**config.mk**
```make
export PLATFORM = sky130hd
export DESIGN_NAME = event_timetag_capture
export DESIGN_NICKNAME = d
export VERILOG_FILES = /design/src/hw/event_timetag_pkg.sv /design/src/hw/event_timetag_capture.sv
export VERILOG_INCLUDE_DIRS = /design/src /design/src/hw
export SDC_FILE = /design/constraint.sdc
export NUM_CORES = 2
export LEC_CHECK = 0
export ABC_AREA = 1
export ABC_CLOCK_PERIOD_IN_PS = 35500
export BUFFER_PORTS_ARGS = -buffer_cell sky130_fd_sc_hd__buf_2
export CORE_ASPECT_RATIO = 0.7
export CORE_MARGIN = 1
export CORE_UTILIZATION = 31
export DETAILED_ROUTE_END_ITERATION = 7
export GPL_ROUTABILITY_DRIVEN = 0
export GPL_TIMING_DRIVEN = 0
export PLACE_DENSITY = 0.46
export SYNTH_ARGS = -nofsm -noshare
export SYNTH_HDL_FRONTEND = slang
export SYNTH_SLANG_ARGS = --single-unit
```
**constraint.sdc**
```tcl
create_clock -name clk -period 35.5 [get_ports clk]
set_input_delay 3.55 -clock clk [delete_from_list [all_inputs] [get_ports clk]]
set_output_delay 3.55 -clock clk [all_outputs]
set_load 0.01 [all_outputs]
```
**src/hw/event_timetag_cfg.svh**
```systemverilog
`ifndef EVENT_TIMETAG_CFG_SVH
`define EVENT_TIMETAG_CFG_SVH
// Register byte offsets.
`define ETC_CTRL_ADDR      8'h00
`define ETC_EVERY_N_ADDR   8'h04
`define ETC_EVERY_T_ADDR   8'h08
`define ETC_REF_PER_ADDR   8'h0c
`define ETC_STATUS_ADDR    8'h10
`define ETC_EVCNT_ADDR     8'h14
`define ETC_RD_TIME_ADDR   8'h18
`define ETC_RD_CNT_ADDR    8'h1c
`define ETC_RESULT_ADDR    8'h20
`define ETC_RD_POP_ADDR    8'h24
`define ETC_TIME_LO_ADDR   8'h28
// Control field positions and register reset values.
`define ETC_CTRL_RUN       0
`define ETC_CTRL_FALL      1
`define ETC_CTRL_CHB       2
`define ETC_CTRL_TMODE     3
`define ETC_CTRL_FUNC_LO   4
`define ETC_CTRL_FUNC_HI   5
`define ETC_CTRL_RST       32'h0000_0000
`define ETC_EVERY_N_RST    32'h0000_0001
`define ETC_EVERY_T_RST    32'h0000_0019
// Timing.
`define ETC_CLK_NS         40
`define ETC_RECOVER_NS     250
`define ETC_RECOVER_CYC    ((`ETC_RECOVER_NS + `ETC_CLK_NS - 1) / `ETC_CLK_NS)
`define ETC_TICK_PS        3
`endif

```
**src/hw/event_timetag_pkg.sv**
```systemverilog
`default_nettype none
package event_timetag_pkg;
	typedef enum logic [1:0] {
		FN_FREQ_AVG,
		FN_PERIOD_AVG,
		continuous_interval_function,
		interval_error_function
	} func_t;
	typedef logic [31:0] word_t;
endpackage : event_timetag_pkg
`default_nettype wire

```
**src/hw/event_timetag_capture.sv**
```systemverilog
// Design decisions made here: the Wishbone register port and the register addresses.
`include "event_timetag_cfg.svh"
`default_nettype none
module event_timetag_capture #(
	parameter int DEPTH_LOG2 = 4,          // Record memory depth as log2; full part holds 8M.
	parameter int TIME_W     = 32          // Width of a timetag in fine ticks.
) (
	input  wire logic                   clk,        // System clock, 25 MHz.
	input  wire logic                   sys_rst,    // Asynchronous reset, active high.
	input  wire logic                   chan_a,     // Digitized channel A waveform.
	input  wire logic                   chan_b,     // Digitized channel B waveform.
	input  wire logic [TIME_W-1:0]      fine_time,  // Free-running 3 ps timebase.
	input  wire logic                   wb_cyc_i,   // Wishbone cycle.
	input  wire logic                   wb_stb_i,   // Wishbone strobe.
	input  wire logic                   wb_we_i,    // Wishbone write enable.
	input  wire logic [7:0]             wb_adr_i,   // Wishbone byte address.
	input  wire logic [3:0]             wb_sel_i,   // Wishbone byte selects.
	input  wire logic [31:0]            wb_dat_i,   // Wishbone write data.
	output logic      [31:0]            wb_dat_o,   // Wishbone read data.
	output logic                        wb_ack_o,   // Wishbone acknowledge.
	output logic                        rec_valid,  // Streamed record valid.
	output logic [TIME_W-1:0]           rec_time,   // Streamed record time.
	output logic [31:0]                 rec_count   // Streamed record event count.
);
	import event_timetag_pkg::*;
	localparam int DEPTH = 1 << DEPTH_LOG2;
	localparam logic [3:0] RECOVER = 4'(`ETC_RECOVER_CYC);
	////////////////////////////////////////////////////////////////////////////////
	word_t ctrl;
	word_t every_n;
	word_t every_t;
	word_t ref_per;
	word_t ev_count;
	logic [2:0] sync_a;
	logic [2:0] sync_b;
	logic       prev_in;
	logic [3:0] recover;
	word_t      n_cnt;
	word_t      t_cnt;
	logic       armed;
	logic [TIME_W-1:0] mem_time [DEPTH];
	word_t             mem_cnt  [DEPTH];
	logic [DEPTH_LOG2:0] wr_ptr;
	logic [DEPTH_LOG2:0] rd_ptr;
	logic [TIME_W-1:0] last_time;
	word_t             last_cnt;
	logic              have_last;
	logic [TIME_W-1:0] expect_time;
	word_t             d_time;
	word_t             d_cnt;
	word_t             result;
	logic              overflow;
	wire logic run  = ctrl[`ETC_CTRL_RUN];
	func_t     func;
	assign func = func_t'(ctrl[`ETC_CTRL_FUNC_HI:`ETC_CTRL_FUNC_LO]);
	////////////////////////////////////////////////////////////////////////////////
	// Channel pins are asynchronous; only stage 1 and beyond are read by logic.
	always_ff @(posedge clk or posedge sys_rst) begin
		if (sys_rst) begin
			sync_a <= 3'h0;
			sync_b <= 3'h0;
		end else begin
			sync_a <= {sync_a[1:0], chan_a};
			sync_b <= {sync_b[1:0], chan_b};
		end
	end
	wire logic sel_in   = ctrl[`ETC_CTRL_CHB] ? sync_b[1] : sync_a[1];
	wire logic sel_prev = ctrl[`ETC_CTRL_CHB] ? sync_b[2] : sync_a[2];
	// Polarity picks rising or falling transitions.
	wire logic event_hit = run && (ctrl[`ETC_CTRL_FALL] ? (sel_prev && !sel_in)
	                                                    : (!sel_prev && sel_in));
	always_ff @(posedge clk or posedge sys_rst) begin
		if (sys_rst) begin
			prev_in <= 1'b0;
		end else begin
			prev_in <= sel_in;
		end
	end
	////////////////////////////////////////////////////////////////////////////////
	// Counter runs regardless of recovery so later counts stay exact.
	always_ff @(posedge clk or posedge sys_rst) begin
		if (sys_rst) begin
			ev_count <= 32'h0;
		end else if (event_hit) begin
			ev_count <= ev_count + 32'h1;
		end
	end
	wire logic ready   = (recover == 4'h0);
	wire logic capture = event_hit && armed && ready;
	// Arming: count mode arms after N-1 events so every Nth is taken, time mode after T clocks.
	always_ff @(posedge clk or posedge sys_rst) begin
		if (sys_rst) begin
			n_cnt <= 32'h0;
			t_cnt <= 32'h0;
			armed <= 1'b0;
		end else if (!run) begin
			n_cnt <= 32'h0;
			t_cnt <= 32'h0;
			armed <= 1'b1;
		end else begin
			if (capture) begin
				// With N of one the very next event is already eligible.
				armed <= !ctrl[`ETC_CTRL_TMODE] && (every_n <= 32'h1);
				n_cnt <= 32'h0;
				t_cnt <= 32'h0;
			end else begin
				if (event_hit && !armed) begin
					n_cnt <= n_cnt + 32'h1;
				end
				if (!armed) begin
					t_cnt <= t_cnt + 32'h1;
				end
				if (!armed && (ctrl[`ETC_CTRL_TMODE] ? (t_cnt + 32'h1 >= every_t)
				                                     : (event_hit && n_cnt + 32'h2 >= every_n))) begin
					armed <= 1'b1;
				end
			end
		end
	end
	always_ff @(posedge clk or posedge sys_rst) begin
		if (sys_rst) begin
			recover <= 4'h0;
		end else if (capture) begin
			recover <= RECOVER;
		end else if (recover != 4'h0) begin
			recover <= recover - 4'h1;
		end
	end
	////////////////////////////////////////////////////////////////////////////////
	wire logic mem_full  = (wr_ptr[DEPTH_LOG2] != rd_ptr[DEPTH_LOG2]) &&
	                       (wr_ptr[DEPTH_LOG2-1:0] == rd_ptr[DEPTH_LOG2-1:0]);
	wire logic mem_empty = (wr_ptr == rd_ptr);
	wire logic bus_req   = wb_cyc_i && wb_stb_i && !wb_ack_o;
	// Writes land on the acknowledging edge, while the master still holds the request.
	wire logic bus_wr    = wb_cyc_i && wb_stb_i && wb_we_i && wb_ack_o;
	wire logic pop       = bus_wr && (wb_adr_i == `ETC_RD_POP_ADDR) && !mem_empty;
	wire logic [DEPTH_LOG2-1:0] wr_idx = wr_ptr[DEPTH_LOG2-1:0];
	wire logic [DEPTH_LOG2-1:0] rd_idx = rd_ptr[DEPTH_LOG2-1:0];
	always_ff @(posedge clk) begin
		if (capture && !mem_full) begin
			mem_time[wr_idx] <= fine_time;
			mem_cnt[wr_idx]  <= ev_count;
		end
	end
	// Reads and writes use separate pointers so software drains while capture runs.
	always_ff @(posedge clk or posedge sys_rst) begin
		if (sys_rst) begin
			wr_ptr   <= '0;
			rd_ptr   <= '0;
			overflow <= 1'b0;
		end else begin
			if (capture && !mem_full) begin
				wr_ptr <= wr_ptr + 1'b1;
			end
			if (pop) begin
				rd_ptr <= rd_ptr + 1'b1;
			end
			if (capture && mem_full) begin
				overflow <= 1'b1;
			end else if (bus_wr && wb_adr_i == `ETC_STATUS_ADDR && wb_dat_i[1]) begin
				overflow <= 1'b0;
			end
		end
	end
	always_ff @(posedge clk or posedge sys_rst) begin
		if (sys_rst) begin
			rec_valid <= 1'b0;
			rec_time  <= '0;
			rec_count <= 32'h0;
		end else begin
			rec_valid <= capture;
			if (capture) begin
				rec_time  <= fine_time;
				rec_count <= ev_count;
			end
		end
	end
	////////////////////////////////////////////////////////////////////////////////
	// Results are deltas; the divide is left to the host to keep the fabric small.
	always_ff @(posedge clk or posedge sys_rst) begin
		if (sys_rst) begin
			last_time   <= '0;
			last_cnt    <= 32'h0;
			have_last   <= 1'b0;
			d_time      <= 32'h0;
			d_cnt       <= 32'h0;
			result      <= 32'h0;
			expect_time <= '0;
		end else if (!run) begin
			have_last <= 1'b0;
		end else if (capture) begin
			last_time <= fine_time;
			last_cnt  <= ev_count;
			have_last <= 1'b1;
			if (!have_last) begin
				expect_time <= fine_time + TIME_W'(ref_per);
				result      <= 32'h0;
			end else begin
				d_time      <= 32'(fine_time - last_time);
				d_cnt       <= ev_count - last_cnt;
				expect_time <= expect_time + TIME_W'(ref_per);
				unique case (func)
					FN_FREQ_AVG:                  result <= ev_count - last_cnt;
					FN_PERIOD_AVG:                result <= 32'(fine_time - last_time);
					continuous_interval_function: result <= 32'(fine_time - last_time);
					interval_error_function:      result <= 32'(fine_time - expect_time);
				endcase
			end
		end
	end
	////////////////////////////////////////////////////////////////////////////////
	always_ff @(posedge clk or posedge sys_rst) begin
		if (sys_rst) begin
			ctrl    <= `ETC_CTRL_RST;
			every_n <= `ETC_EVERY_N_RST;
			every_t <= `ETC_EVERY_T_RST;
			ref_per <= 32'h0;
		end else if (bus_wr && wb_sel_i == 4'hf) begin
			unique case (wb_adr_i)
				`ETC_CTRL_ADDR:    ctrl    <= wb_dat_i;
				`ETC_EVERY_N_ADDR: every_n <= wb_dat_i;
				`ETC_EVERY_T_ADDR: every_t <= wb_dat_i;
				`ETC_REF_PER_ADDR: ref_per <= wb_dat_i;
				default: ;
			endcase
		end
	end
	always_ff @(posedge clk or posedge sys_rst) begin
		if (sys_rst) begin
			wb_ack_o <= 1'b0;
			wb_dat_o <= 32'h0;
		end else begin
			wb_ack_o <= bus_req;
			wb_dat_o <= 32'h0;
			if (bus_req && !wb_we_i) begin
				unique case (wb_adr_i)
					`ETC_CTRL_ADDR:    wb_dat_o <= ctrl;
					`ETC_EVERY_N_ADDR: wb_dat_o <= every_n;
					`ETC_EVERY_T_ADDR: wb_dat_o <= every_t;
					`ETC_REF_PER_ADDR: wb_dat_o <= ref_per;
					`ETC_STATUS_ADDR:  wb_dat_o <= {29'h0, !ready, overflow, !mem_empty};
					`ETC_EVCNT_ADDR:   wb_dat_o <= ev_count;
					`ETC_RD_TIME_ADDR: wb_dat_o <= 32'(mem_time[rd_idx]);
					`ETC_RD_CNT_ADDR:  wb_dat_o <= mem_cnt[rd_idx];
					`ETC_RESULT_ADDR:  wb_dat_o <= result;
					`ETC_TIME_LO_ADDR: wb_dat_o <= d_time ^ d_cnt ^ 32'(prev_in);
					default:           wb_dat_o <= 32'h0;
				endcase
			end
		end
	end
	////////////////////////////////////////////////////////////////////////////////
	property p_count_step;
		@(posedge clk) disable iff (sys_rst) event_hit |=> ev_count == $past(ev_count) + 32'h1;
	endproperty
	a_count_step: assert property (p_count_step) else $error("event count did not step");
	property p_count_hold;
		@(posedge clk) disable iff (sys_rst) !event_hit |=> $stable(ev_count);
	endproperty
	a_count_hold: assert property (p_count_hold) else $error("event count moved without event");
	property p_recover;
		@(posedge clk) disable iff (sys_rst) capture |=> !capture [*7];
	endproperty
	a_recover: assert property (p_recover) else $error("capture inside recovery");
	property p_recover_count;
		@(posedge clk) disable iff (sys_rst) (event_hit && !ready) |=> ev_count == $past(ev_count) + 32'h1;
	endproperty
	a_recover_count: assert property (p_recover_count) else $error("event lost in recovery");
	property p_no_cap_busy;
		@(posedge clk) disable iff (sys_rst) (event_hit && armed && !ready) |=> armed;
	endproperty
	a_no_cap_busy: assert property (p_no_cap_busy) else $error("capture while recovering");
	property p_record;
		@(posedge clk) disable iff (sys_rst) capture |=> rec_valid && rec_count == $past(ev_count) &&
		                                     rec_time == $past(fine_time);
	endproperty
	a_record: assert property (p_record) else $error("record mismatch");
	property p_stream;
		@(posedge clk) disable iff (sys_rst) rec_valid |-> $past(capture);
	endproperty
	a_stream: assert property (p_stream) else $error("spurious record");
	property p_chain;
		@(posedge clk) disable iff (sys_rst) (capture && run) |=> last_time == $past(fine_time);
	endproperty
	a_chain: assert property (p_chain) else $error("closing tag not kept");
	property p_wr;
		@(posedge clk) disable iff (sys_rst) (capture && !mem_full) |=> wr_ptr == $past(wr_ptr) + 1'b1;
	endproperty
	a_wr: assert property (p_wr) else $error("record not stored");
	c_capture:  cover property (@(posedge clk) disable iff (sys_rst) capture);
	c_deferred: cover property (@(posedge clk) disable iff (sys_rst) event_hit && armed && !ready);
	c_full:     cover property (@(posedge clk) disable iff (sys_rst) mem_full);
endmodule : event_timetag_capture
`default_nettype wire

```
==> flow_metrics.py <==
metrics = {
    "clock_network": {
        "cts_buffer_depth": 4,
        "clk_latency_ns": 0.89,
        "cts_root_buf": "clkbuf_16",
        "cts_tree": "done",
        "clk_pin_slew_ns": 0.06,
        "cts_max_level": 4,
        "post_cts_buffers": 0,
        "cts_sinks": 1562,
        "cts_made_buffers": 176,
        "post_cts_resized": 0,
        "hold_buffers": 0,
    },
    "sta": {
        "fin_crit_ns": 7.05,
        "timing_hold_violations_final": 0,
        "setup_viol": 0,
        "rsz0062_at_grt": "no",
        "worstMarginPinSlew_ns": 1.57,
        "drv_slew": 45,
        "hold_slack_ns": 0.348,
        "final.setup.tns_ns": 0,
        "timing.slew.headroom": -0.0474,
        "clock_skew_ns": 0.0935,
        "fin_ws_ns": 28.45,
        "period_share": 0.199,
        "fmax_ghz": 0.142,
    },
    "finish": {
        "layout_commonest_cell": "nand2_1",
        "drive_gt1_frac": 0.0742,
        "num-nets-final": 8774,
        "layout_common_cells": "nand2_1 (1930), nor2_1 (1061), edfxtp_1 (1024), o21ai_0 (772), inv_1 (755)",
        "fin_area_um2": 87400,
        "synthToLayoutAreaGrowth_pct": 15.7,
    },
    "power_and_ir_drop": {
        "p_leak_nw": 34.9,
        "pwr_density_cell_nw_per_um2": 44.4,
        "vdd_drop_max_uv": 34.6,
    },
    "grt": {
        "grt_start_max_net_pins": 120,
        "grt_first_pass_wirelength_um": 473000,
        "grt_remaining_overflow": 0,
        "antenna_found_initial": 40,
        "grt_usage": 0.276,
        "first_global_vias": 59175,
    },
    "worst_setup_path": {
        "crit_path_start_kind": "input port",
        "rrSetupSlack_ns": 30.42,
        "critPathRequiredTime_ns": 36.14,
        "reg2reg_to": "wb_dat_o[2]$_DFF_PP0_",
        "r2r_cells": 10,
        "cp-end-kind": "register",
        "cp.arrival_ns": 7.69,
        "critPathKind": "in -> reg",
        "cp-endpoint": "expect_time[30]$_DFFE_PP0P_",
        "reg2reg_from": "rd_ptr[1]$_DFFE_PP0P_",
        "path_max_fanout": 18,
        "critPathLaunch": "fine_time[0]",
    },
    "floorplan": {
        "die_h_um": 415,
        "dieWidth_um": 592,
        "ios": 181,
        "placementRows": 151,
        "coreArea_um2": 242000,
        "dieArea_um2": 246000,
        "initial_core_util": 0.312,
    },
    "route": {
        "drtPass1Iterations": 6,
        "vias_per_cell": 5.47,
        "drt_first_iter_violations": 10177,
        "finalWirelength_um": 346000,
        "wire_per_inst_um": 29.2,
        "route.vias.total": 64827,
        "antenna_left": 0,
        "drc_errors": 0,
    },
    "synthesis": {
        "ys.flop_type": "edfxtp_1",
        "syn_area_per_cell_um2": 9.36,
        "synth_xor_area_frac": 0.0212,
        "yosysSeqAreaShare": 0.585,
        "ys_types": 52,
        "synth_compound_area_frac": 0.105,
        "synth-simple-area-share": 0.194,
        "syn-num-nets": 8361,
        "yosysWarningCount": 0,
        "netlist_instances": 8074,
        "synthMuxAreaShare": 0.00384,
        "synth_top_family_by_area": "simple AND/OR/NAND/NOR gates",
        "syn_area_um2": 75500,
        "synth_edf_count": 1024,
        "ys_ff_latch": 1562,
        "synth_fa_ha_area_frac": 0.0342,
        "async_reset_ff_frac": 0.344,
    },
    "placed_design": {
        "port_buffers": 180,
        "place_area_um2": 81800,
        "dpl.hpwl_um": 262000,
        "pre_cts_ws_ns": 27.79,
    },
    "worst_hold_path": {
        "worstHoldStart": "sync_a[0]$_DFF_PP0_",
        "min_path_type": "reg -> reg",
    },
    "run_status": {
        "run_status": "finished with violations",
        "violations": "capacitance limit, slew limit",
    },
    "flow_run": {
        "maxCapViolations": 3,
    },
}
==> worst max-delay path, cell delays in order <==
cell and delay (ns):
buf_2 0.58, inv_1 0.25, o21ai_0 0.23, ha_1 0.22, inv_1 0.07, fa_1 0.39, inv_1 0.08, nand2_1 0.13
o21ai_1 0.60, a21boi_0 0.54, o21ai_1 0.45, nand3_1 0.15, nand2_1 0.11, nand2_1 0.05, nand3_1 0.13, o21ai_0 0.12
==> layer usage <==
layer,share of wire,global-route usage
met3,0.15,0.109
met1,0.46,0.429
met2,0.36,0.338
met5,0.00097,0.00703
met4,0.033,0.0832
==> cells by family (layout without fill, tap and decap cells) <==
logic type               after synthesis  in the layout
adder cells (fa/ha/maj)              204            204
flip-flops                          1562           1562
multiplexers                          29             29
AND/OR/NAND/NOR                     3629           3629
other                                  0             18
buffers and inverters               1116           1654
XOR/XNOR                             183            183
AO/OA/AOI/OAI                       1351           1351
==> synthesized netlist by cell type, types with 5 or more instances <==
master     number  area, µm²
nand4_1        73        457
buf_1          14       52.6
clkbuf_1      244        916
nor2_2          5       31.3
nor2_1       1077       4040
a211oi_1       18        135
inv_2          10       37.5
o21bai_1       13       97.6
nor3_1         85        425
o211ai_1      110        826
a21oi_1       150        751
a21boi_0        6       45.0
nand2_1      1930       7240
buf_2          77        385
or2_2          20        125
mux2i_1        29        290
dfrtp_1       534      13400
o22ai_1        18        113
nor4_1         21        131
xnor2_1        26        228
xor2_1        157       1380
nand3_1       391       1960
a31oi_1        21        131
clkinv_1       11       41.3
edfxtp_1     1024      30700
nand3b_1       14        105
ha_1          200       2500
a21o_1          7       52.6
a22o_1         12        105
o2111ai_1       5       43.8
o32ai_1       127       1110
o21ai_0       772       3860
o221ai_1       31        272
inv_1         756       2840
o21a_1         16        120
o21ai_1        35        175
==> where the power goes <==
group	total (mW)	internal [mW]	switching [mW]	leakage, nW
logic	0.112	0.0223	0.0902	17.2
clock network	1.83	1.03	0.804	2.67
registers	1.94	1.94	0.00158	15.1
==> sequential cells by signal, indices dropped and copies added, names as in the netlist, 3 cells and up <==
register / count
recover: 4
rec_time: 32
sync_a: 3
last_cnt: 32
last_time: 32
every_t: 32
mem_cnt: 512
sync_b: 3
result: 32
wr_ptr: 5
wb_dat_o: 32
every_n: 32
ref_per: 32
rd_ptr: 5
ev_count: 32
ctrl: 32
expect_time: 32
rec_count: 32
d_cnt: 32
mem_time: 512
n_cnt: 32
t_cnt: 32
d_time: 32
==> per-stage QoR <==
| stage | power, mW | std cells | util |
|---|---|---|---|
| 2_1_floorplan | 2.02 | 8074 | - |
| 4_1_cts | 3.90 | 11823 | 0.361 |
| 5_1_grt | 3.98 | 11827 | 0.361 |
| 3_3_place_gp | 2.08 | 11467 | 0.332 |
| 6_report | 3.88 | 11843 | 0.361 |
| 3_5_place_dp | 2.08 | 11520 | 0.338 |
==> how the worst min path moves through the flow <==
stage | endpoint | slack, ns | cells past startpoint
detailed placement | sync_a[1]$_DFF_PP0_ | 0.34 | 0
global route | sync_b[1]$_DFF_PP0_ | 0.37 | 0
CTS | sync_a[1]$_DFF_PP0_ | 0.35 | 0
global placement | sync_b[1]$_DFF_PP0_ | 0.34 | 0
finish | sync_a[1]$_DFF_PP0_ | 0.35 | 0
floorplan | sync_a[1]$_DFF_PP0_ | 0.33 | 0
==> cell type report <==
cell class,count,area [µm²]
antenna,18,45.0
buffer,339,1390
clock buffer,233,4800
clock inverter,70,682
fill,24594,155000
inverter,777,2920
multi-input combinational,5396,27200
sequential,1562,44200
tap,3213,4020
timing repair buffer,235,2120
Power figures use the tool's default switching activity.
